## src/verilog/aofmt_pkg.sv

```systemverilog
// shared constants for the output-format and test-pattern block
package aofmt_pkg;

  // register indices; byte address is four times the index
  localparam logic [7:0] AOFMT_IDX_FORMAT = 8'h0D;
  localparam logic [7:0] AOFMT_IDX_SCRAMBLE = 8'h12;
  localparam logic [7:0] AOFMT_IDX_PAT_CTRL = 8'h13;
  localparam logic [7:0] AOFMT_IDX_PAT0_LOW = 8'h14;
  localparam logic [7:0] AOFMT_IDX_PAT_MID = 8'h15;
  localparam logic [7:0] AOFMT_IDX_PAT1_HIGH = 8'h16;
  localparam logic [7:0] AOFMT_IDX_STAT_LOW = 8'h20;
  localparam logic [7:0] AOFMT_IDX_STAT_HIGH = 8'h21;
  localparam int AOFMT_ADDR_LSB = 2;
  localparam int AOFMT_IDX_W = 8;

  // reset values
  localparam logic [15:0] AOFMT_RST_FORMAT = 16'h2002;
  localparam logic [15:0] AOFMT_RST_SCRAMBLE = 16'h0002;
  localparam logic [15:0] AOFMT_RST_PAT_CTRL = 16'h0000;
  localparam logic [15:0] AOFMT_RST_PAT0_LOW = 16'h0000;
  localparam logic [15:0] AOFMT_RST_PAT_MID = 16'h0000;
  localparam logic [15:0] AOFMT_RST_PAT1_HIGH = 16'h0000;

  // field positions
  localparam int AOFMT_CODING_BIT = 13;
  localparam int AOFMT_GAIN_LSB = 7;
  localparam int AOFMT_XOR_BIT = 3;
  localparam int AOFMT_STEP_LSB = 4;
  localparam int AOFMT_SEL_LSB = 2;
  localparam int AOFMT_INSERT_BIT = 1;
  localparam int AOFMT_STAT_PHASE_BIT = 8;
  localparam int AOFMT_STAT_GAIN_BIT = 9;
  localparam int AOFMT_STAT_INSERT_BIT = 10;
  localparam logic [1:0] AOFMT_GAIN_ALL_ON = 2'h3;

  // widths
  localparam int AOFMT_REG_W = 16;
  localparam int AOFMT_RES_W = 18;
  localparam int AOFMT_PAT_W = 24;
  localparam int AOFMT_NCH = 4;

  typedef enum logic [1:0] {
    AOFMT_SEL_FIXED0,
    AOFMT_SEL_FIXED0_ALIAS,
    AOFMT_SEL_RAMP,
    AOFMT_SEL_ALTERNATE
  } aofmt_sel_e;

endpackage : aofmt_pkg

```

## src/verilog/aofmt_cfg_if.sv

```systemverilog
// configuration and pattern signals shared by the block's own modules
`timescale 1ns/1ps
interface aofmt_cfg_if;
  import aofmt_pkg::*;
  logic two_comp;
  logic scramble;
  logic insert;
  aofmt_sel_e select;
  logic [3:0] ramp_step;
  logic [AOFMT_PAT_W-1:0] word0;
  logic [AOFMT_PAT_W-1:0] word1;
  logic [AOFMT_PAT_W-1:0] pattern;
  logic alt_phase;

  modport ctrl (
    output two_comp, scramble, insert, select, ramp_step, word0, word1,
    input pattern, alt_phase
  );
  modport gen (
    input insert, select, ramp_step, word0, word1,
    output pattern, alt_phase
  );
  modport coder (
    input two_comp, scramble
  );
endinterface : aofmt_cfg_if

```

## src/verilog/aofmt_coder.sv

```systemverilog
// per-channel output coding and scrambling of one conversion result
`timescale 1ns/1ps
module aofmt_coder
  import aofmt_pkg::*;
#(
  parameter int RES_W = AOFMT_RES_W,
  parameter int OUT_W = AOFMT_PAT_W
) (
  aofmt_cfg_if.coder cfg,
  input wire logic [RES_W-1:0] raw,
  output logic [OUT_W-1:0] word
);

  logic [RES_W-1:0] coded;

  // raw code arrives offset binary; two's complement is the msb inverted
  always_comb begin
    coded = raw;
    if (cfg.two_comp) begin
      coded[RES_W-1] = ~raw[RES_W-1];
    end
    if (cfg.scramble) begin
      coded = coded ^ {RES_W{coded[0]}};
    end
    // sign extension keeps two's-complement words numerically valid
    if (cfg.two_comp) begin
      word = {{(OUT_W-RES_W){coded[RES_W-1]}}, coded};
    end else begin
      word = {{(OUT_W-RES_W){1'b0}}, coded};
    end
  end

endmodule : aofmt_coder

```

## src/verilog/aofmt_patgen.sv

```systemverilog
// test pattern generator for the converter A channel group
`timescale 1ns/1ps
module aofmt_patgen
  import aofmt_pkg::*;
#(
  parameter int PAT_W = AOFMT_PAT_W
) (
  input wire logic pclk,
  input wire logic presetn,
  input wire logic advance,
  aofmt_cfg_if.gen cfg
);

  typedef struct packed {
    logic [PAT_W-1:0] ramp;
    logic phase;
  } aofmt_gen_s;

  aofmt_gen_s st_reg;
  aofmt_gen_s st_next;

  always_comb begin
    st_next = st_reg;
    // ramp and phase restart from zero whenever their mode is not live
    if (!cfg.insert || cfg.select != AOFMT_SEL_RAMP) begin
      st_next.ramp = '0;
    end else if (advance) begin
      st_next.ramp = st_reg.ramp + PAT_W'({cfg.ramp_step} + 5'h01);
    end
    if (!cfg.insert || cfg.select != AOFMT_SEL_ALTERNATE) begin
      st_next.phase = 1'b0;
    end else if (advance) begin
      st_next.phase = ~st_reg.phase;
    end
  end

  always_ff @(posedge pclk or negedge presetn) begin
    if (!presetn) begin
      st_reg <= '0;
    end else begin
      st_reg <= st_next;
    end
  end

  always_comb begin
    case (cfg.select)
      AOFMT_SEL_FIXED0: cfg.pattern = cfg.word0;
      AOFMT_SEL_FIXED0_ALIAS: cfg.pattern = cfg.word0;
      AOFMT_SEL_RAMP: cfg.pattern = st_reg.ramp;
      AOFMT_SEL_ALTERNATE: cfg.pattern = st_reg.phase ? cfg.word1 : cfg.word0;
      default: cfg.pattern = cfg.word0;
    endcase
  end

  assign cfg.alt_phase = st_reg.phase;

endmodule : aofmt_patgen

```

## src/verilog/aofmt_top.sv

```systemverilog
// output-word conditioning and test-pattern insertion with an apb register file
//
// Functional notes
// Each result is straight binary when the coding bit is 0 and two's complement when 1, reset 1.
// Software writes every reserved field with its reset value, two in the low format/scramble bits.
// The global gain calibration field disables calibration at 0 and enables it at 3.
// With scramble on, every result bit is XORed with that result's lsb; off, it passes unchanged.
// The ramp advances per step by the four-bit step field plus one.
// Pattern select 0 or 1 sends fixed word 0 on channels 1 to 4.
// Pattern select 2 sends a digital ramp on channels 1 to 4.
// Pattern select 3 alternates fixed word 0 and fixed word 1 on channels 1 to 4.
// Insert bit 0 sends conversion results, insert bit 1 sends the selected pattern.
// Bits 15:0 of fixed word 0 come from a 16-bit read-write register reset to zero.
// Bits 23:16 of fixed word 0 sit in the low byte of the next register, word 1 bits 7:0 above.
// Bits 23:8 of fixed word 1 come from a separate 16-bit register reset to zero.
// Alternate mode swaps words on successive samples and the ramp wraps at 24 bits.
//
// Register access over APB was chosen for this implementation.
`timescale 1ns/1ps
module aofmt_top
  import aofmt_pkg::*;
#(
  parameter int RES_W = AOFMT_RES_W,
  parameter int PAT_W = AOFMT_PAT_W,
  parameter int NCH = AOFMT_NCH
) (
  input wire logic pclk,
  input wire logic presetn,
  input wire logic psel,
  input wire logic penable,
  input wire logic pwrite,
  input wire logic [11:0] paddr,
  input wire logic [31:0] pwdata,
  input wire logic [3:0] pstrb,
  output logic [31:0] prdata,
  output logic pready,
  output logic pslverr,
  input wire logic samp_valid,
  input wire logic [NCH*RES_W-1:0] samp_data,
  output logic out_valid,
  output logic [NCH*PAT_W-1:0] out_data,
  output logic gain_cal_on
);

  typedef struct packed {
    logic [AOFMT_REG_W-1:0] format;
    logic [AOFMT_REG_W-1:0] scramble;
    logic [AOFMT_REG_W-1:0] pat_ctrl;
    logic [AOFMT_REG_W-1:0] pat0_low;
    logic [AOFMT_REG_W-1:0] pat_mid;
    logic [AOFMT_REG_W-1:0] pat1_high;
    logic [31:0] rdata;
    logic slverr;
    logic ovalid;
    logic [NCH*PAT_W-1:0] odata;
    logic gain_on;
  } aofmt_top_s;

  aofmt_top_s st_reg;
  aofmt_top_s st_next;

  aofmt_cfg_if cfg ();

  logic [AOFMT_IDX_W-1:0] idx;
  logic setup_phase;
  logic access_write;
  logic mapped;
  logic [31:0] read_mux;
  logic [NCH*PAT_W-1:0] coded_words;

  // byte lanes above the 16-bit registers carry nothing
  function automatic logic [AOFMT_REG_W-1:0] merge_lanes(
    input logic [AOFMT_REG_W-1:0] old_val,
    input logic [31:0] wdata,
    input logic [3:0] strb
  );
    logic [AOFMT_REG_W-1:0] res;
    res = old_val;
    if (strb[0]) begin
      res[7:0] = wdata[7:0];
    end
    if (strb[1]) begin
      res[15:8] = wdata[15:8];
    end
    return res;
  endfunction : merge_lanes

  assign idx = paddr[AOFMT_ADDR_LSB +: AOFMT_IDX_W];
  assign setup_phase = psel && !penable;
  assign access_write = psel && penable && pwrite;

  // register fields routed to the generator and coders
  assign cfg.two_comp = st_reg.format[AOFMT_CODING_BIT];
  assign cfg.scramble = st_reg.scramble[AOFMT_XOR_BIT];
  assign cfg.insert = st_reg.pat_ctrl[AOFMT_INSERT_BIT];
  assign cfg.select = aofmt_sel_e'(st_reg.pat_ctrl[AOFMT_SEL_LSB +: 2]);
  assign cfg.ramp_step = st_reg.pat_ctrl[AOFMT_STEP_LSB +: 4];
  assign cfg.word0 = {st_reg.pat_mid[7:0], st_reg.pat0_low};
  assign cfg.word1 = {st_reg.pat1_high, st_reg.pat_mid[15:8]};

  aofmt_patgen #(
    .PAT_W(PAT_W)
  ) u_patgen (
    .pclk(pclk),
    .presetn(presetn),
    .advance(samp_valid),
    .cfg(cfg.gen)
  );

  genvar ch;
  generate
    for (ch = 0; ch < NCH; ch = ch + 1) begin : g_coder
      aofmt_coder #(
        .RES_W(RES_W),
        .OUT_W(PAT_W)
      ) u_coder (
        .cfg(cfg.coder),
        .raw(samp_data[ch*RES_W +: RES_W]),
        .word(coded_words[ch*PAT_W +: PAT_W])
      );
    end
  endgenerate

  // address decode and read-back
  always_comb begin
    mapped = 1'b1;
    read_mux = 32'h0000_0000;
    case (idx)
      AOFMT_IDX_FORMAT: read_mux[15:0] = st_reg.format;
      AOFMT_IDX_SCRAMBLE: read_mux[15:0] = st_reg.scramble;
      AOFMT_IDX_PAT_CTRL: read_mux[15:0] = st_reg.pat_ctrl;
      AOFMT_IDX_PAT0_LOW: read_mux[15:0] = st_reg.pat0_low;
      AOFMT_IDX_PAT_MID: read_mux[15:0] = st_reg.pat_mid;
      AOFMT_IDX_PAT1_HIGH: read_mux[15:0] = st_reg.pat1_high;
      AOFMT_IDX_STAT_LOW: read_mux[15:0] = cfg.pattern[15:0];
      AOFMT_IDX_STAT_HIGH: begin
        read_mux[7:0] = cfg.pattern[PAT_W-1:16];
        read_mux[AOFMT_STAT_PHASE_BIT] = cfg.alt_phase;
        read_mux[AOFMT_STAT_GAIN_BIT] = st_reg.gain_on;
        read_mux[AOFMT_STAT_INSERT_BIT] = cfg.insert;
      end
      default: mapped = 1'b0;
    endcase
    // a nonzero low address bit is a misaligned word access
    if (paddr[AOFMT_ADDR_LSB-1:0] != 2'h0) begin
      mapped = 1'b0;
    end
  end

  always_comb begin
    st_next = st_reg;
    // read data and error are captured in setup so they come from flops
    if (setup_phase) begin
      st_next.rdata = pwrite ? 32'h0000_0000 : read_mux;
      st_next.slverr = !mapped;
    end
    // reserved bits are plain storage; software keeps them at reset values
    if (access_write && mapped) begin
      case (idx)
        AOFMT_IDX_FORMAT: st_next.format = merge_lanes(st_reg.format, pwdata, pstrb);
        AOFMT_IDX_SCRAMBLE: st_next.scramble = merge_lanes(st_reg.scramble, pwdata, pstrb);
        AOFMT_IDX_PAT_CTRL: st_next.pat_ctrl = merge_lanes(st_reg.pat_ctrl, pwdata, pstrb);
        AOFMT_IDX_PAT0_LOW: begin
          st_next.pat0_low = merge_lanes(st_reg.pat0_low, pwdata, pstrb);
        end
        AOFMT_IDX_PAT_MID: begin
          st_next.pat_mid = merge_lanes(st_reg.pat_mid, pwdata, pstrb);
        end
        AOFMT_IDX_PAT1_HIGH: begin
          st_next.pat1_high = merge_lanes(st_reg.pat1_high, pwdata, pstrb);
        end
        default: st_next.pat_ctrl = st_reg.pat_ctrl;
      endcase
    end
    // values 1 and 2 are undefined; only the all-on code enables
    st_next.gain_on = (st_reg.format[AOFMT_GAIN_LSB +: 2] == AOFMT_GAIN_ALL_ON);
    st_next.ovalid = samp_valid;
    if (samp_valid) begin
      if (cfg.insert) begin
        st_next.odata = {NCH{cfg.pattern}};
      end else begin
        st_next.odata = coded_words;
      end
    end
  end

  always_ff @(posedge pclk or negedge presetn) begin
    if (!presetn) begin
      st_reg.format <= AOFMT_RST_FORMAT;
      st_reg.scramble <= AOFMT_RST_SCRAMBLE;
      st_reg.pat_ctrl <= AOFMT_RST_PAT_CTRL;
      st_reg.pat0_low <= AOFMT_RST_PAT0_LOW;
      st_reg.pat_mid <= AOFMT_RST_PAT_MID;
      st_reg.pat1_high <= AOFMT_RST_PAT1_HIGH;
      st_reg.rdata <= 32'h0000_0000;
      st_reg.slverr <= 1'b0;
      st_reg.ovalid <= 1'b0;
      st_reg.odata <= '0;
      st_reg.gain_on <= 1'b0;
    end else begin
      st_reg <= st_next;
    end
  end

  // zero-wait slave: every access completes in its first access cycle
  assign pready = 1'b1;
  assign prdata = st_reg.rdata;
  assign pslverr = st_reg.slverr && psel && penable;
  assign out_valid = st_reg.ovalid;
  assign out_data = st_reg.odata;
  assign gain_cal_on = st_reg.gain_on;

endmodule : aofmt_top

```

## config.mk

```make
export PLATFORM = sky130hd
export DESIGN_NAME = aofmt_top
export DESIGN_NICKNAME = d
export VERILOG_FILES = /design/src/verilog/aofmt_pkg.sv /design/src/verilog/aofmt_cfg_if.sv /design/src/verilog/aofmt_coder.sv /design/src/verilog/aofmt_patgen.sv /design/src/verilog/aofmt_top.sv
export SDC_FILE = /design/constraint.sdc
export NUM_CORES = 1
export LEC_CHECK = 0
export BUFFER_PORTS_ARGS = -buffer_cell sky130_fd_sc_hd__buf_2
export CAP_MARGIN = 20
export CORE_UTILIZATION = 57
export DETAILED_ROUTE_END_ITERATION = 16
export GPL_ROUTABILITY_DRIVEN = 0
export PLACE_DENSITY = 0.81
export SLEW_MARGIN = 25
export SYNTH_ARGS = -nofsm -noshare
export SYNTH_HDL_FRONTEND = slang
export SYNTH_HIERARCHICAL = 1
export SYNTH_SLANG_ARGS = --single-unit
```

## constraint.sdc

```tcl
create_clock -name pclk -period 2.8 [get_ports pclk]
set_input_delay 0.14 -clock pclk [delete_from_list [all_inputs] [get_ports pclk]]
set_output_delay 0.14 -clock pclk [all_outputs]
set_load 0.05 [all_outputs]
```

======== After elaboration in Yosys (flattened, before gate mapping) ========
Cells that the tools add are included.
cells by class
  $add $sub $neg .......................... 2
  eq/ne operators ......................... 14
  muxes and demuxes ....................... 24
  bitwise operators ....................... 9
  reduce and logical (&&, ||, !) cells .... 29
operator list
  kind                                                 count
  two-way mux 24 bit                                   7
  two-way mux 96 bit                                   1
  one-hot mux 11 bit (8 select lines)                  1
  two-way mux 18 bit                                   4
  one-hot mux 24 bit (3 select lines)                  1
  bitwise XOR 18 bit                                   4
  equality test 8 x 5 -> 1 bit, second input constant  5
  AND reduction 3 bit                                  12
  one-hot mux 5 bit (7 select lines)                   1
  adder 24 bit                                         1
  equality test 8 x 6 -> 1 bit, second input constant  2
  two-way mux 16 bit                                   1
  equality test 8 x 4 -> 1 bit, second input constant  1
  two-way mux 1 bit                                    8
  OR reduction 8 bit                                   1
  equality test 2 bit, second input constant           3
  logical AND 1 bit                                    6
  nonzero test 2 bit                                   3
  adder 4 x 1 -> 5 bit, second input constant          1
  inverter 1 bit                                       5
  inequality test 2 bit, second input constant         2
  logical NOT 1 bit                                    3
  equality test 2 x 1 -> 1 bit, second input constant  1
  logical NOT 2 bit                                    1
  other kinds (2)                                      3
word-level totals
  flip-flop bits (word level) ............. 252
  output and inout bits ................... 132

======== Depth between registers and ports, before layout ========
  depth in word-level cells ............... 6
  gate-level depth with buffers ........... 11
  depth with buffers taken out ............ 9

======== Modules after synthesis ========
The synthesis kept the hierarchy.
modules (own cells, without submodules)
  module        times used  cells an instance  area an instance (µm²)  seq. area each (µm²)
  aofmt_top     1           986                10862.9                 5283.8
  aofmt_patgen  1           247                1946.9                  625.6
  aofmt_coder   4           28                 337.8                   0.0

======== Worst setup path after synthesis ========
No wires, ideal clock.
  path kind ............................... register to register
  start point ............................. register st_reg (netlist bit cfg.select[0])
  end point ............................... register st_reg (netlist bit prdata[3])
  arrival ................................. 1.989 ns
  required time ........................... 2.678 ns
  path slack .............................. 0.688 ns
  stages on the path, launching flop included .. 10
  path buffers ............................ 2
  period minus slack after synthesis ...... 2.112 ns
  cells stage by stage .................... dfrtp_1 clkbuf_1 clkbuf_1 nand3b_1 o21ai_0 a21oi_1 a22o_1 a222oi_1 o221a_2 a21oi_1
between the ends
  word-level cells in the longest chain between the ends .. 5
  elaborated cells on any way between the ends .. 8
ends and longest elaborated chain
  element                                                            line                text
  start: declaration                                                 aofmt_top.sv:59     aofmt_top_s st_reg;
  start signal: assignment                                           aofmt_top.sv:201    st_reg <= st_next;
  equality test 2 x 1 -> 1 bit or logical NOT 2 bit (tied branches)  aofmt_patgen.sv:46  case (cfg.select)
  OR reduction 2 bit (no source line)                                n/a
  one-hot mux 24 bit (3 select lines) *                              aofmt_patgen.sv:46
  named net cfg.pattern[19]                                          aofmt_cfg_if.sv:12  logic [AOFMT_PAT_W-1:0] pattern;
  one-hot mux 11 bit (8 select lines) *                              aofmt_top.sv:128    case (idx)
  two-way mux 16 bit *                                               aofmt_top.sv:154    st_next.rdata = pwrite ? 32'h0000_0000 : read_mux;
Mark *: on every way through the listed nets, which the timed path passes. The rest lies on a longest branch.
A chain may end at the register's enable or synchronous reset.

======== Final worst setup path ========
  start point ............................. register, netlist name cfg.scramble
  end point ............................... register st_reg (netlist bit out_data[90])
between the ends
  word-level cells in the longest chain between the ends .. 3
ends and longest elaborated chain
  element                    line               text
  two-way mux 18 bit         aofmt_coder.sv:22  if (cfg.scramble) begin
  two-way mux 24 bit         aofmt_coder.sv:26  if (cfg.two_comp) begin
  named net coded_words[90]  aofmt_top.sv:69    logic [NCH*PAT_W-1:0] coded_words;
  two-way mux 96 bit         aofmt_top.sv:179   if (cfg.insert) begin
The timed path passes the listed nets, and every way through them passes these cells.

==> results.md <==
* Sequential power share at 44.0%
* Fin. Hold Viols at 0
* Die width at 160 µm
* Worst-path clk slew at 0.06 ns
* Syn-to-layout area delta at 14.3%
* Final HPWL DP at 27.6 mm
* H-Tree Level Count at 1
* Fin crit share at 82.1%
* Yosys top cell by area: dfrtp_1
* Library cells used by synthesis at 76
* Met1 WL at 15.5 mm
* Rel. slew slack at 41.0%
* Layout cells sized above 1 at 31.9%
* Total CTS buffers at 26
* Met2 Routed Length at 18.4 mm
* Largest net degree at the start of global routing at 193
* Placed standard-cell area at 14,700 µm²
* Starting Density at 58.2%
* Mapped cell area at 14,200 µm²
* Worst setup path class: reg -> reg
* Synth top area share at 41.2%
* Top-count cell post-synth: dfrtp_1
* Gr ovfl total at 0
* Yosys warning count at 6
* Final min period at 2.30 ns
* Vias at 11,100
* Reg2reg end: out_data[90]$_DFFE_PN0P_
* Top post-synthesis cells by count: dfrtp_1 (233), nor2_1 (158), buf_4 (154), a21oi_1 (125), mux2i_1 (107)
* Drt drc at 0
* Avg Cell Area, Syn at 10.5 µm²
* Worst R2R Setup Slack at 0.50 ns
* Clk pwr share at 40.4%
* Clock Latency Late Sink at 0.55 ns
* Drt first pass iters at 8
* Flops & latches, synth at 236
* Clk buf depth at 3
* Status: complete, no violations
* FFs w/ async S/R, synth at 100%
* IO Pins at 258
* Number of cell rows at 57
* Worst Min Path Start: samp_data[42]
* Hold-critical path depth at 4
* Core area at 24,300 µm²
* RSZ-0062 raised after global routing: false
* Final wirelength at 41.3 mm
* Post-Syn Instances at 1,345
* Crit path max fanout at 18
* Vias/cell at 6.04
* Post-route ant nets at 0
* Sinks on Clock Net at 236
* Pleak at 0.00723 µW
* Max Clock Freq at 435 MHz
* DR WL/cell at 22.3 µm
* Worst r2r src: cfg.scramble$_DFFE_PN0P_
* Logic pwr share at 15.6%
* Vertical die dimension at 160 µm
* Post-CTS Resized at 0
* Power Density at 506 nW/µm²
* Met3 layer wire length in the routed design at 4.48 mm
* Switching part of the total power at 29.2%
* Final Setup Violations at 0
* Worst-Margin Slew at 0.885 ns
* First-pass GRT wire length at 63.1 mm
* 1st-iter DRT viols at 1,192
* Sequential element share of the synthesized area at 41.7%
* Top_reg_cell synth: dfrtp_1
* Gr usage total at 32.1%
* Critical path capture point type: register
* Hold endpoint: out_data[54]$_DFFE_PN0P_
* Max-cap violations at 0
* CTS tree: done
* Vias in the first global route at 11,000
* Skew final at 0.0311 ns
* Area of the die at 25,500 µm²
* CP arrival at 2.77 ns
* Max reg flops at 96
* VDD IR-drop max at 0.463 mV
* HP Class: in -> reg
* Reg2Reg Depth at 4
* Port buffer count at 220
* Setup TNS at 0 ns
* Antenna violations before repair at 4
* Root Buffer Master: clkbuf_16
* EDFF count, synth at 0
* Critical Path RT at 3.28 ns
* Switch Pwr at 2390 µW
* Final Slew Violations at 0
* Internal Power at 5800 µW
* Finished Cell Area at 16,200 µm²
* Crit path launch type: register
* Nets@finish at 1,631
* Synth top area cells: dfrtp_1 (41%), buf_4 (8.2%), mux2_2 (7.9%)
* Top sig layer: met5
==> worst max path at each step <==
| stage | start | end | slack (ns) | cells after the start |
|---|---|---|---|---|
| CTS | cfg.scramble$_DFFE_PN0P_ | out_data[90]$_DFFE_PN0P_ | 0.59 | 4 |
| detailed placement | paddr[3] | cfg.word0[9]$_DFFE_PN0P_ | 0.59 | 6 |
| finish | cfg.scramble$_DFFE_PN0P_ | out_data[90]$_DFFE_PN0P_ | 0.50 | 4 |
| global route | cfg.scramble$_DFFE_PN0P_ | out_data[90]$_DFFE_PN0P_ | 0.33 | 4 |
| floorplan | cfg.select[0]$_DFFE_PN0P_ | prdata[3]$_DFFE_PN0P_ | 0.69 | 9 |
| global placement | paddr[3] | cfg.word0[8]$_DFFE_PN0P_ | 0.60 | 6 |
==> kinds of logic after synthesis <==
logic type / Yosys count / synth area share [%]
AND/OR/NAND/NOR: 325 / 12.5
AO/OA/AOI/OAI: 250 / 10.8
flip-flops: 236 / 41.7
buffers and inverters: 230 / 10.8
multiplexers: 206 / 15.4
XOR/XNOR: 91 / 8.14
adder cells (fa/ha/maj): 5 / 0.495
other: 2 / 0.0530
==> cell usage in the layout, fill, tap and decap left out, types with 19 or more instances in the layout <==
cell type,count
a21oi_1,125
xnor2_1,28
mux2_2,99
clkbuf_16,26
dfrtp_1,232
buf_4,41
mux2i_1,107
dlygate4sd3_1,68
nand2_1,29
nand3b_1,28
o21ai_0,35
xor2_1,19
nor2_1,158
xnor2_2,40
buf_2,218
==> layer usage <==
layer  track usage [%]  up-vias
met1              40.7     5365
met4              19.1        2
met2              50.0      719
li1                  -     4881
met3              7.77      178
met5                 0        -
==> metrics by stage <==
| stage | power, µW | hold slack (ns) | util [%] | std cells | setup slack [ns] |
|---|---|---|---|---|---|
| 2_1_floorplan | 4620 | -0.156 | - | 1360 | 0.688 |
| 3_3_place_gp | 4820 | 0.220 | 60.4 | 1728 | 0.604 |
| 3_5_place_dp | 4840 | 0.221 | 60.4 | 1728 | 0.587 |
| 4_1_cts | 8200 | 0.00268 | 66.6 | 1844 | 0.588 |
| 5_1_grt | 8440 | 0.0133 | 66.6 | 1845 | 0.329 |
| 6_report | 8190 | 0.00327 | 66.6 | 1846 | 0.501 |
==> power groups by stage <==
stage               registers, µW  logic, µW  clock network (µW)
floorplan                    3650        977                   0
global placement             3650       1160                   0
detailed placement           3660       1190                   0
CTS                          3600       1260                3340
global route                 3620       1340                3480
finish                       3600       1280                3310
==> cell type report <==
class / instances / area, µm²
diodes: 2 / 5.00
clock buffers: 41 / 777
clock inverters: 7 / 48.8
multi-input cells: 894 / 6780
well taps: 324 / 405
inverters: 6 / 22.5
repair buffers: 336 / 2250
flip-flops and latches: 236 / 5910
fillers: 1765 / 8130
==> what timing repair did <==
action	4_1_cts	5_1_grt
hold endpoints to repair	238	0
setup endpoints to repair	0	0
hold buffers	68	0
setup buffers	0	0
==> worst max-delay path: stages (launching register included) <==
cell      delay [ns]
dfrtp_1         0.91
a21boi_0        0.20
nor3b_1         0.69
mux2i_1         0.24
a21oi_1         0.20
Note: power is estimated with default switching activity, not from simulation.
